**config.mk**
```make
export PLATFORM = sky130hd
export DESIGN_NAME = spo_config
export DESIGN_NICKNAME = d
export VERILOG_FILES = /design/src/inc/spo_pkg.sv /design/src/rtl/spo_divider.sv /design/src/rtl/spo_config.sv
export VERILOG_INCLUDE_DIRS = /design/src /design/src/inc
export SDC_FILE = /design/constraint.sdc
export NUM_CORES = 1
export LEC_CHECK = 0
export BUFFER_PORTS_ARGS = -buffer_cell sky130_fd_sc_hd__buf_2
export CAP_MARGIN = 25
export CORE_UTILIZATION = 47
export DETAILED_ROUTE_END_ITERATION = 16
export PLACE_DENSITY = 0.8
export SYNTH_ARGS = -nofsm -noshare
export SYNTH_HDL_FRONTEND = slang
export SYNTH_SLANG_ARGS = --single-unit
```
**constraint.sdc**
```tcl
create_clock -name pclk -period 2.4 [get_ports pclk]
set_input_delay 0.12 -clock pclk [delete_from_list [all_inputs] [get_ports pclk]]
set_output_delay 0.12 -clock pclk [all_outputs]
set_load 0.03 [all_outputs]
```
**src/inc/spo_defines.svh**
```systemverilog
// constants for the speed pulse output configuration block
`ifndef SPO_DEFINES_SVH
`define SPO_DEFINES_SVH
`define SPO_CFG_ADDR 12'h088
`define SPO_CFG_RESET 32'h0000_0000
`define SPO_RDATA_IDLE 32'h0000_0000
`define SPO_SEL_HI 30
`define SPO_SEL_LO 29
`define SPO_DIV_HI 28
`define SPO_DIV_LO 25
`define SPO_THR_HI 23
`define SPO_THR_LO 21
`define SPO_DIV_ZERO_VAL 4'h3
`define SPO_THR_RESV 3'h6
`define SPO_MV_1 5'h01
`define SPO_MV_2 5'h02
`define SPO_MV_5 5'h05
`define SPO_MV_10 5'h0A
`define SPO_MV_20 5'h14
`define SPO_MV_30 5'h1E
`endif

```
**src/inc/spo_pkg.sv**
```systemverilog
// types for the speed pulse output configuration block
package spo_pkg;
    typedef enum logic [1:0] {
        SPO_MODE_BOTH = 2'b00,
        SPO_MODE_CLOSED = 2'b01,
        SPO_MODE_FIRST = 2'b10,
        SPO_MODE_RESV = 2'b11
    } spo_mode_type;
    typedef struct packed {
        logic [31:0] cfg;
        logic [31:0] rdata;
        logic err;
    } spo_regs_type;
    typedef struct packed {
        logic [3:0] cnt;
        logic pulse;
        logic prev_in;
    } spo_div_type;
endpackage

```
**src/rtl/spo_divider.sv**
```systemverilog
// divides commutation events down to a toggling speed pulse
`timescale 1ns/10ps
`include "spo_defines.svh"
module spo_divider
    import spo_pkg::*;
(
    // clock and reset
    input wire logic pclk,
    input wire logic presetn,
    input wire logic clk_en,
    // control
    input wire logic [3:0] div_code,
    input wire logic enable,
    input wire logic commutation_evt,
    // output
    output logic pulse_out
);
    spo_div_type st_ff;
    spo_div_type nxt_st;
    logic [3:0] div_val;

    always_comb begin
        div_val = (div_code == 4'h0) ? `SPO_DIV_ZERO_VAL : div_code;
        nxt_st = st_ff;
        nxt_st.prev_in = commutation_evt;
        if (!enable) begin
            nxt_st.cnt = 4'h0;
            nxt_st.pulse = 1'b0;
        end else if (commutation_evt && !st_ff.prev_in) begin
            if (st_ff.cnt >= div_val - 4'h1) begin
                nxt_st.cnt = 4'h0;
                nxt_st.pulse = ~st_ff.pulse;
            end else begin
                nxt_st.cnt = st_ff.cnt + 4'h1;
            end
        end
    end

    always_ff @(posedge pclk or negedge presetn) begin
        if (!presetn) begin
            st_ff <= '0;
        end else if (clk_en) begin
            st_ff <= nxt_st;
        end
    end

    assign pulse_out = st_ff.pulse;
endmodule

```
**src/rtl/spo_config.sv**
```systemverilog
// speed pulse output configuration register and output gating
`timescale 1ns/10ps
`include "spo_defines.svh"
module spo_config
    import spo_pkg::*;
(
    // apb
    input wire logic pclk,
    input wire logic presetn,
    input wire logic clk_en,
    input wire logic psel,
    input wire logic penable,
    input wire logic pwrite,
    input wire logic [11:0] paddr,
    input wire logic [31:0] pwdata,
    output logic [31:0] prdata,
    output logic pready,
    output logic pslverr,
    // motor control status
    input wire logic commutation_evt,
    input wire logic closed_loop,
    input wire logic open_loop,
    input wire logic first_attempt,
    // outputs
    output logic speed_pulse_output,
    output logic [4:0] pulse_backemf_threshold,
    output logic threshold_valid
);
    // register state
    spo_regs_type st_ff;
    spo_regs_type nxt_st;
    // apb phase decode
    logic hit;
    logic setup_phase;
    logic access_phase;
    logic wr_accept;
    logic err_next;
    logic [31:0] rd_word;
    // configuration fields
    spo_mode_type pulse_output_mode_select;
    logic [3:0] pulse_division_factor;
    logic [2:0] thr_code;
    // output gating
    logic open_ok;
    logic closed_ok;
    logic active;
    logic pulse_raw;
    // threshold decode
    logic [4:0] thr_mv;
    logic thr_ok;

    // apb phase decode
    assign hit = (paddr == `SPO_CFG_ADDR);
    assign setup_phase = psel && !penable;
    assign access_phase = psel && penable;
    assign wr_accept = access_phase && pwrite && hit;
    assign err_next = setup_phase && !hit;

    // configuration fields
    assign pulse_output_mode_select = spo_mode_type'(st_ff.cfg[`SPO_SEL_HI:`SPO_SEL_LO]);
    assign pulse_division_factor = st_ff.cfg[`SPO_DIV_HI:`SPO_DIV_LO];
    assign thr_code = st_ff.cfg[`SPO_THR_HI:`SPO_THR_LO];

    // read word chosen in the setup phase
    always_comb begin
        if (hit && !pwrite) begin
            rd_word = st_ff.cfg;
        end else begin
            rd_word = `SPO_RDATA_IDLE;
        end
    end

    // register and read path next state
    always_comb begin
        nxt_st = st_ff;
        nxt_st.err = err_next;
        if (setup_phase) begin
            nxt_st.rdata = rd_word;
        end
        if (wr_accept) begin
            nxt_st.cfg = pwdata;
        end
    end

    // control phase qualification
    always_comb begin
        open_ok = 1'b0;
        closed_ok = 1'b0;
        case (pulse_output_mode_select)
            SPO_MODE_BOTH: begin
                open_ok = open_loop;
                closed_ok = closed_loop;
            end
            SPO_MODE_CLOSED: begin
                open_ok = 1'b0;
                closed_ok = closed_loop;
            end
            SPO_MODE_FIRST: begin
                open_ok = open_loop && first_attempt;
                closed_ok = closed_loop;
            end
            default: begin
                open_ok = 1'b0;
                closed_ok = 1'b0;
            end
        endcase
    end

    assign active = open_ok || closed_ok;

    // back-emf threshold decode
    always_comb begin
        thr_mv = `SPO_MV_1;
        thr_ok = 1'b1;
        case (thr_code)
            3'h0: begin
                thr_mv = `SPO_MV_1;
            end
            3'h1: begin
                thr_mv = `SPO_MV_2;
            end
            3'h2: begin
                thr_mv = `SPO_MV_5;
            end
            3'h3: begin
                thr_mv = `SPO_MV_10;
            end
            3'h4: begin
                thr_mv = `SPO_MV_20;
            end
            3'h5: begin
                thr_mv = `SPO_MV_30;
            end
            default: begin
                thr_mv = `SPO_MV_1;
                thr_ok = 1'b0;
            end
        endcase
    end

    // state register, frozen while the clock enable is low
    always_ff @(posedge pclk or negedge presetn) begin
        if (!presetn) begin
            st_ff <= '{cfg: `SPO_CFG_RESET, rdata: `SPO_RDATA_IDLE, err: 1'b0};
        end else if (clk_en) begin
            st_ff <= nxt_st;
        end
    end

    // commutation divider
    spo_divider u_spo_divider (
        .pclk(pclk),
        .presetn(presetn),
        .clk_en(clk_en),
        .div_code(pulse_division_factor),
        .enable(active),
        .commutation_evt(commutation_evt),
        .pulse_out(pulse_raw)
    );

    // bus and pulse outputs
    assign prdata = st_ff.rdata;
    assign pready = access_phase && clk_en;
    assign pslverr = access_phase && st_ff.err;
    assign speed_pulse_output = pulse_raw;
    assign pulse_backemf_threshold = thr_mv;
    assign threshold_valid = thr_ok;
endmodule

```
== Word level (Yosys, flattened, before mapping) ==
Index checks and enable logic that the tools add are counted.

* Register bits after elaboration: 71
* Latch bits: 0
* Bits in writable memories: 0
* Bits in read-only memories: 0
* Bits of input ports: 54
* Output and inout port bits: 41
* Word-level logic and storage cells: 54
* Memories kept: 0

* Add/sub/neg operators: 2
* Multipliers: 0
* Div/mod/pow operators: 0
* Order comparisons: 1
* Eq/ne operators: 10
* Shifts and indexed selects: 0
* Mux-type cells: 10
* Bitwise operators: 1
* Reduce and logical (&&, ||, !) cells: 24

{| class="wikitable"
|+ Operators by type and width
! kind !! number
|-
| $mux W32 || 1
|-
| $pmux W5 S5 || 1
|-
| $eq A12 B8 Y1 const B || 1
|-
| $logic_and A1 B1 Y1 || 10
|-
| $mux W5 || 2
|-
| $mux W4 || 2
|-
| $eq A3 B2 Y1 const B || 2
|-
| $eq A3 B3 Y1 const B || 2
|-
| $reduce_and A2 Y1 || 3
|-
| $reduce_or A6 Y1 || 1
|-
| $add A4 B1 Y4 const B || 1
|-
| $ge A4 B4 Y1 || 1
|-
| $logic_not A1 Y1 || 4
|-
| $logic_not A4 Y1 || 1
|-
| $ne A2 B2 Y1 const B || 2
|-
| $sub A4 B1 Y4 const B || 1
|-
| $eq A3 B1 Y1 const B || 1
|-
| $logic_not A3 Y1 || 1
|-
| $mux W1 || 3
|-
| $reduce_and A3 Y1 || 1
|-
| $reduce_or A3 Y1 || 1
|-
| $eq A2 B1 Y1 const B || 1
|-
| $eq A2 B2 Y1 const B || 1
|-
| $logic_not A2 Y1 || 1
|-
| other kinds (3) || 3
|}

== Logic depth before layout (Yosys ltp) ==
Gate-level depths: netlist of run 1.

* Word-level depth: 7
* Gate-level depth with buffers: 10
* Mapped depth without buffers: 10

== By module ==
A second synthesis of run 1 with hierarchy kept.

* Cells, all modules: 246
* Area total of the unflattened synthesis: 3357.0 um^2

{| class="wikitable"
|+ Modules (own cells, without submodules)
! module !! instances !! cells each !! area each (um^2) !! seq. area each (um^2)
|-
| spo_config || 1 || 198 || 2902.8 || 1626.6
|-
| spo_divider || 1 || 48 || 454.2 || 150.1
|}

== Worst setup path after synthesis of run 1 ==
No wires, ideal clock.

* Path type: reg2reg
* From: reg st_ff, in the netlist pulse_division_factor[0]
* To: reg u_spo_divider.st_ff, in the netlist u_spo_divider.pulse_out
* Setup time: 128 ps
* Arrival: 2184 ps
* Data required time: 2272 ps
* Slack: 88 ps
* Cell stages (with the launch flop): 10
* Buffers on the path: 0
* Period minus slack after synthesis: 2312 ps
* Path through: dfrtp_1 -> inv_1 -> ha_1 -> a21oi_1 -> nor3b_1 -> xnor2_1 -> ha_1 -> a2111oi_1 -> nor3_1 -> mux2_1

* Cells in the longest elaborated chain, start to end: 6

{| class="wikitable"
|+ Ends and longest elaborated chain
! element !! line !! RTL
|-
| from (decl) || spo_config.sv:30 || <nowiki>spo_regs_type st_ff;</nowiki>
|-
| from (signal assigned) || spo_config.sv:144 || <nowiki>st_ff <= '{cfg: `SPO_CFG_RESET, rdata: `SPO_RDATA_IDLE, err: 1'b0};</nowiki>
|-
| from (signal assigned) || spo_config.sv:146 || <nowiki>st_ff <= nxt_st;</nowiki>
|-
| $logic_not A4 Y1 || spo_divider.sv:23 || <nowiki>div_val = (div_code == 4'h0) ? `SPO_DIV_ZERO_VAL : div_code;</nowiki>
|-
| $mux W4 * || spo_divider.sv:23 ||
|-
| $sub A4 B1 Y4 * || spo_divider.sv:30 || <nowiki>if (st_ff.cnt >= div_val - 4'h1) begin</nowiki>
|-
| $ge A4 B4 Y1 * || spo_divider.sv:30 ||
|-
| $ne A2 B2 Y1 (no line) * || n/a ||
|-
| $reduce_and A3 Y1 (no line) * || n/a ||
|-
| to (signal assigned) || spo_divider.sv:43 || <nowiki>st_ff <= nxt_st;</nowiki>
|-
| to (decl) || spo_divider.sv:18 || <nowiki>spo_div_type st_ff;</nowiki>
|}

Every way passes the cells marked *; elsewhere a longest branch is shown, timed or not.
A chain may end at the register's enable or synchronous reset.

== Worst setup path after layout of run 1 ==
Ends and elaborated chain as after synthesis.

==> results of run 1 <==
==> synthesized netlist by cell type (3+ instances only) <==
| library cell | instances |
|---|---|
| ha_1 | 6 |
| buf_4 | 32 |
| dfrtp_1 | 71 |
| nor2_1 | 5 |
| buf_6 | 6 |
| mux2_4 | 30 |
| clkbuf_1 | 3 |
| nand2_1 | 3 |
| inv_1 | 5 |
| o21ai_0 | 3 |
| o21a_1 | 3 |
| nor2b_1 | 3 |
| a22o_1 | 33 |
| mux2_1 | 3 |
| a221oi_1 | 3 |
==> logic make-up (layout without fill, tap and decap cells) <==
group           Yosys count  in the layout
compound gates           52             52
xor+xnor                  1              1
fa+ha+maj                 6              6
buf+inv                  47            144
flops                    71             71
mux                      34             34
simple gates             30             30
==> power groups by stage <==
| stage | sequential, mW | combinational (mW) | clock [mW] |
|---|---|---|---|
| finish | 1.23 | 0.217 | 1.05 |
| global route | 1.24 | 0.240 | 1.12 |
| CTS | 1.23 | 0.205 | 1.07 |
| detailed placement | 1.26 | 0.179 | 0 |
| global placement | 1.26 | 0.171 | 0 |
| floorplan | 1.26 | 0.0738 | 0 |
==> routing by layer <==
layer,GRT usage (%),routed length (um),up-vias
li1,-,-,1036
met1,24.6,2940,1115
met2,30.4,3400,74
met3,4.67,242,6
met4,8.33,78,0
met5,0,0,-
==> sequential cells by signal, indices dropped and copies added, names as in the netlist <==
name                      cells
pulse_output_mode_select      2
prdata                       32
st_ff                        27
u_spo_divider.pulse_out       1
u_spo_divider.st_ff           5
pulse_division_factor         4
==> layout make-up <==
class,instances,area share [%]
Clock buffer,10,3.33
Clock inverter,5,1.97
Inverter,5,0.454
Multi-Input combinational cell,123,30.0
Sequential cell,71,42.9
Tap cell,96,2.90
Timing Repair Buffer,124,18.4
==> through the flow <==
stage	worst slack [ps]	instances	hold WS (ps)	setup TNS (ps)
after floorplan	88.0	241	-176	0
after global placement	27.1	399	291	0
after detailed placement	-68.0	399	298	-68.0
after CTS	11.0	428	0.0560	0
after global routing	24.8	434	0.892	0
final	193	434	20.0	0
==> repair_timing <==
action                                 CTS  global route
endpoints found under the hold margin   84             6
resized for setup                        2             2
hold buffers                            14             6
cloned                                   0             0
setup endpoints to repair                1             3
==> path summary, 6_finish.rpt <==
| path | start | to | slack (ps) | cells past startpoint |
|---|---|---|---|---|
| max in group asynchronous | presetn | prdata[30]$_DFFE_PN0P_ | 1370 | 2 |
| hold reg to reg | st_ff[43]$_DFFE_PN0P_ | prdata[10]$_DFFE_PN0P_ | 500 | 1 |
| hold / removal | pwdata[29] | pulse_output_mode_select[0]$_DFFE_PN0P_ | 20 | 2 |
| min in group asynchronous | presetn | prdata[19]$_DFFE_PN0P_ | 450 | 2 |
| setup / recovery | pulse_division_factor[0]$_DFFE_PN0P_ | u_spo_divider.pulse_out$_DFFE_PN0P_ | 190 | 9 |
| setup reg to reg | pulse_division_factor[0]$_DFFE_PN0P_ | u_spo_divider.pulse_out$_DFFE_PN0P_ | 190 | 9 |
==> impl_metrics.yaml, run 1 <==
run_status:
  outcome: "finished clean"
critical_path:
  critPathMaxFanout: 3
  critPathLaunchType: "flip-flop"
  critical_path_required_ps: 2610
  cp-end-kind: "flip-flop"
  critPathBufInv: 1
  critPathKind: "flip-flop to flip-flop"
  crit_chain: "inv_1, ha_1, a21oi_1, nor3b_2, xnor2_1, ha_1, a2111oi_4, nor3_2, mux2_1"
  arrival_ps: 2420
  path_common_cell: "ha_1"
  cp_top_family: "compound AO/OA/AOI/OAI gates"
  cp_slowest_cell: "a2111oi_4"
  critPathMaxStageDelay_ps: 370
floorplan:
  die_w_um: 86.2
  fp.dieH_um: 86.2
  rows: 30
  core-area_sq_um: 6830
  initial_utilization_pct: 48.8
  die_area_sq_um: 7430
  ioPinCount: 95
place:
  gp_congestion: 0.775
  io_buffers: 94
  dpl-instance-area_sq_um: 3690
  hpwl_mm: 4.37
sta:
  worstMarginPinSlew_ps: 883
  max-slew-margin-rel_pct: 41.1
  max_freq_ghz: 0.453
  finalSetupViolCount: 0
  drv_slew: 0
  fin_crit_sh_pct: 92.0
  fin_crit_ps: 2210
  rsz0062_at_grt: "false"
  fin_skew_ps: 7.67
  hold_violations: 0
power_and_ir_drop:
  p_per_area_nw_per_um2: 605
  switching_share_pct: 22.8
  ir_worst_vdd_mv: 0.262
  power.switching_mw: 0.572
  sequentialPowerShare_pct: 49.3
  internal-power_mw: 1.93
  clkPwrFrac_pct: 42.1
  p_total_mw: 2.50
  p_leak_nw: 2.27
  pwr-share-comb_pct: 8.7
yosys:
  muxShareOfSynthArea_pct: 14.9
  synth_flop_cell: "dfrtp_1"
  syn_nets: 301
  synth_area_leader_cell: "dfrtp_1"
  synth-edff-count: 0
  yosysTopAreaCellShare_pct: 53.3
  syn_area_sq_um: 3330
  synthDistinctLibCells: 40
  synth_compound_area_share_pct: 12.8
  synth_top_family_by_area: "multiplexers"
  synth-xor-area-share_pct: 0.263
  yosysWarnings: 0
  synthArstFlopShare_pct: 100
  synth-simple-area-share_pct: 6.27
  synthCells: 241
  synth_seq_cells: 71
  synth_fa_ha_area_share_pct: 2.25
  synth_area_leaders: "dfrtp_1, mux2_4, a22o_1"
  yosysSeqAreaShare_pct: 53.3
  syn_area_per_cell_sq_um: 13.8
global_route:
  antenna_found_initial: 0
  track_usage_pct: 19.0
  grt_max_degree: 72
  grt_pass1_wl_mm: 10.7
  globalRouteOverflowTotal: 0
  grt_pass1_vias: 2184
clock_tree:
  cts_tree: "built"
  htreeDepth: 3
  cts_made_buffers: 9
  cts_root_buf: "clkbuf_8"
  worstSkewPairLatency_ps: 330
  clkSinkCount: 71
  cts_setup_buffers: 0
  path_clk_slew_ps: 80
  cts_buffer_depth: 2
route:
  drc_errors: 0
  via_per_inst: 5.14
  num_vias: 2231
  wirelength_mm: 6.66
  drt_iter0_drc: 85
  postRouteAntennaNets: 0
  drtPass1Iterations: 4
  wire_per_inst_um: 15.3
cells_and_area:
  layout_common_cells: "buf_2, dfrtp_1, a22o_1, mux2_4, dlygate4sd3_1"
  multi_input_area_sq_um: 1240
  area.sequential_sq_um: 1780
  layout.nets: 394
  fillCellCount: 555
  area_growth_pct: 24.1
  final_cell_area_sq_um: 4140
  layout-drive-gt1-share_pct: 46.7
  final_common_cell: "buf_2"
  diodes: 0
  final_util_pct: 60.6
job:
  cap_violations: 0
worst_hold_path:
  hold_path.class: "primary input to flip-flop"
No activity file was read; power rests on OpenSTA's default activity.
==> inputs of run 2 (changes only) <==
--- a/config.mk
+++ b/config.mk
@@ -10,6 +10,7 @@
 export CAP_MARGIN = 25
 export CORE_UTILIZATION = 47
 export DETAILED_ROUTE_END_ITERATION = 16
+export MAX_ROUTING_LAYER = met4
 export PLACE_DENSITY = 0.8
 export SYNTH_ARGS = -nofsm -noshare
 export SYNTH_HDL_FRONTEND = slang
==> run 2 against run 1 <==
  * Critical path depth unchanged
  * Combinational power decreased by 2%
  * Utilization decreased by 0.44 points
  * Critical endpoint unchanged
  * Power decreased by 0.11%
  * Largest cell class unchanged
  * Sequential power about the same
  * First-iteration DRC count increased by 12%
  * Count of clock-buffer cells in the layout unchanged
  * Non-clock buffer count decreased by 3
  * Die area unchanged
==> impl_metrics.yaml, run 2 (synthesis results as in run 1) <==
clock_tree:
  cts_tree: "built"
  cts_root_buf: "clkbuf_8"
  path_clk_slew_ps: 80
  cts_buffer_depth: 2
  cts_made_buffers: 9
  worstSkewPairLatency_ps: 340
  htreeDepth: 3
  clkSinkCount: 71
critical_path:
  crit_path_start: "pulse_division_factor[0]$_DFFE_PN0P_"
  cp-end-kind: "flip-flop"
  critical_path_required_ps: 2620
  critPathKind: "flip-flop to flip-flop"
  ff2ff_setup_slack_ps: 190
  r2r-end: "u_spo_divider.pulse_out$_DFFE_PN0P_"
  worst_r2r_path_depth: 9
  arrival_ps: 2430
  critPathMaxFanout: 3
  critPathLaunchType: "flip-flop"
  reg2reg_from: "pulse_division_factor[0]$_DFFE_PN0P_"
cells_and_area:
  largest_register_ffs: 32
  area_growth_pct: 23.2
  final_util_pct: 60.1
  layout_common_cells: "buf_2, dfrtp_1, a22o_1, mux2_4, dlygate4sd3_1"
  layout-drive-gt1-share_pct: 47.2
  instances_no_fill: 431
  layout.nets: 391
  final_common_cell: "buf_2"
  diodes: 0
floorplan:
  initial_utilization_pct: 48.8
  die_w_um: 86.2
  rows: 30
  ioPinCount: 95
  fp.dieH_um: 86.2
  core-area_sq_um: 6830
  die_area_sq_um: 7430
job:
  cap_violations: 0
worst_hold_path:
  hold_depth: 2
  hold_path.class: "primary input to flip-flop"
  hold-path-endpoint: "st_ff[47]$_DFFE_PN0P_"
  hp-start: "pwdata[14]"
route:
  postRouteAntennaNets: 0
  wirelength_mm: 6.62
  num_vias: 2235
  drc_errors: 0
  wire_per_inst_um: 15.4
  via_per_inst: 5.19
  drt_iter0_drc: 95
  drtPass1Iterations: 4
place:
  hpwl_mm: 4.37
  gp_congestion: 0.786
  dp_slack_ps: -68.0
  io_buffers: 94
  dpl.cell_count: 399
global_route:
  grt_pass1_vias: 2188
  track_usage_pct: 19.5
  grt_pass1_wl_mm: 10.6
  antenna_found_initial: 0
  globalRouteOverflowTotal: 0
  grt_max_degree: 72
sta:
  worstMarginPinSlew_ps: 884
  rsz0062_at_grt: "false"
  fin_ws_ps: 185
  tns_ps: 0
  fin_crit_ps: 2210
  fin_hold_ws_ps: 13.1
  fin_crit_sh_pct: 92.3
  fin_skew_ps: 11.2
  max_freq_ghz: 0.452
  finalSetupViolCount: 0
  max-slew-margin-rel_pct: 41.0
  drv_slew: 0
  hold_violations: 0
power_and_ir_drop:
  ir_worst_vdd_mv: 0.262
  p_leak_nw: 2.25
  p_per_area_nw_per_um2: 609
run_status:
  outcome: "finished clean"
[run 2: routing by layer]
metal	track usage (%)	vias up	wire, um
li1	-	1035	-
met1	24.4	1121	2950
met4	9.24	0	110
met3	3.62	10	215
met2	30.6	69	3340
met5	-	-	0
[run 2: what timing repair did]
action	in CTS	in global routing
pin swaps	0	0
hold buffers	14	3
endpoints found under the hold margin	84	3
resized for setup	2	2
buffers inserted	0	0
endpoints found under the setup margin	1	3
[run 2: worst max path at each step]
stage,to,slack [ps],cells past startpoint
final,u_spo_divider.pulse_out$_DFFE_PN0P_,190,9
after floorplan,u_spo_divider.pulse_out$_DFFE_PN0P_,90,9
after CTS,u_spo_divider.pulse_out$_DFFE_PN0P_,10,9
after global routing,u_spo_divider.pulse_out$_DFFE_PN0P_,20,9
after global placement,u_spo_divider.pulse_out$_DFFE_PN0P_,30,9
after detailed placement,u_spo_divider.pulse_out$_DFFE_PN0P_,-70,9
[run 2: critical path: stages (launching register included)]
cell and delay (ps):
dfrtp_1 350, inv_1 40, ha_1 180, a21oi_1 170
nor3b_2 250, xnor2_1 100, ha_1 230, a2111oi_4 360
nor3_2 110, mux2_1 310
[run 2: layout make-up]
cell class | count | area, sq um
fillers | 558 | 2720
flip-flops and latches | 71 | 1780
multi-input cells | 123 | 1240
repair buffers | 121 | 731
clock buffers | 10 | 138
well taps | 96 | 120
clock inverters | 5 | 81.3
inverters | 5 | 18.8
[run 2: through the flow]
step / power [mW] / area (sq um)
floorplan: 1.34 / 3330
global placement: 1.43 / 3690
detailed placement: 1.44 / 3690
CTS: 2.51 / 4060
global route: 2.59 / 4110
finish: 2.50 / 4110
[run 2: power breakdown]
part           leakage, nW  internal (mW)  total (mW)  switching [mW]
clock                0.109          0.610        1.05           0.444
sequential           0.987           1.22        1.23          0.0190
combinational         1.16          0.104       0.213           0.109
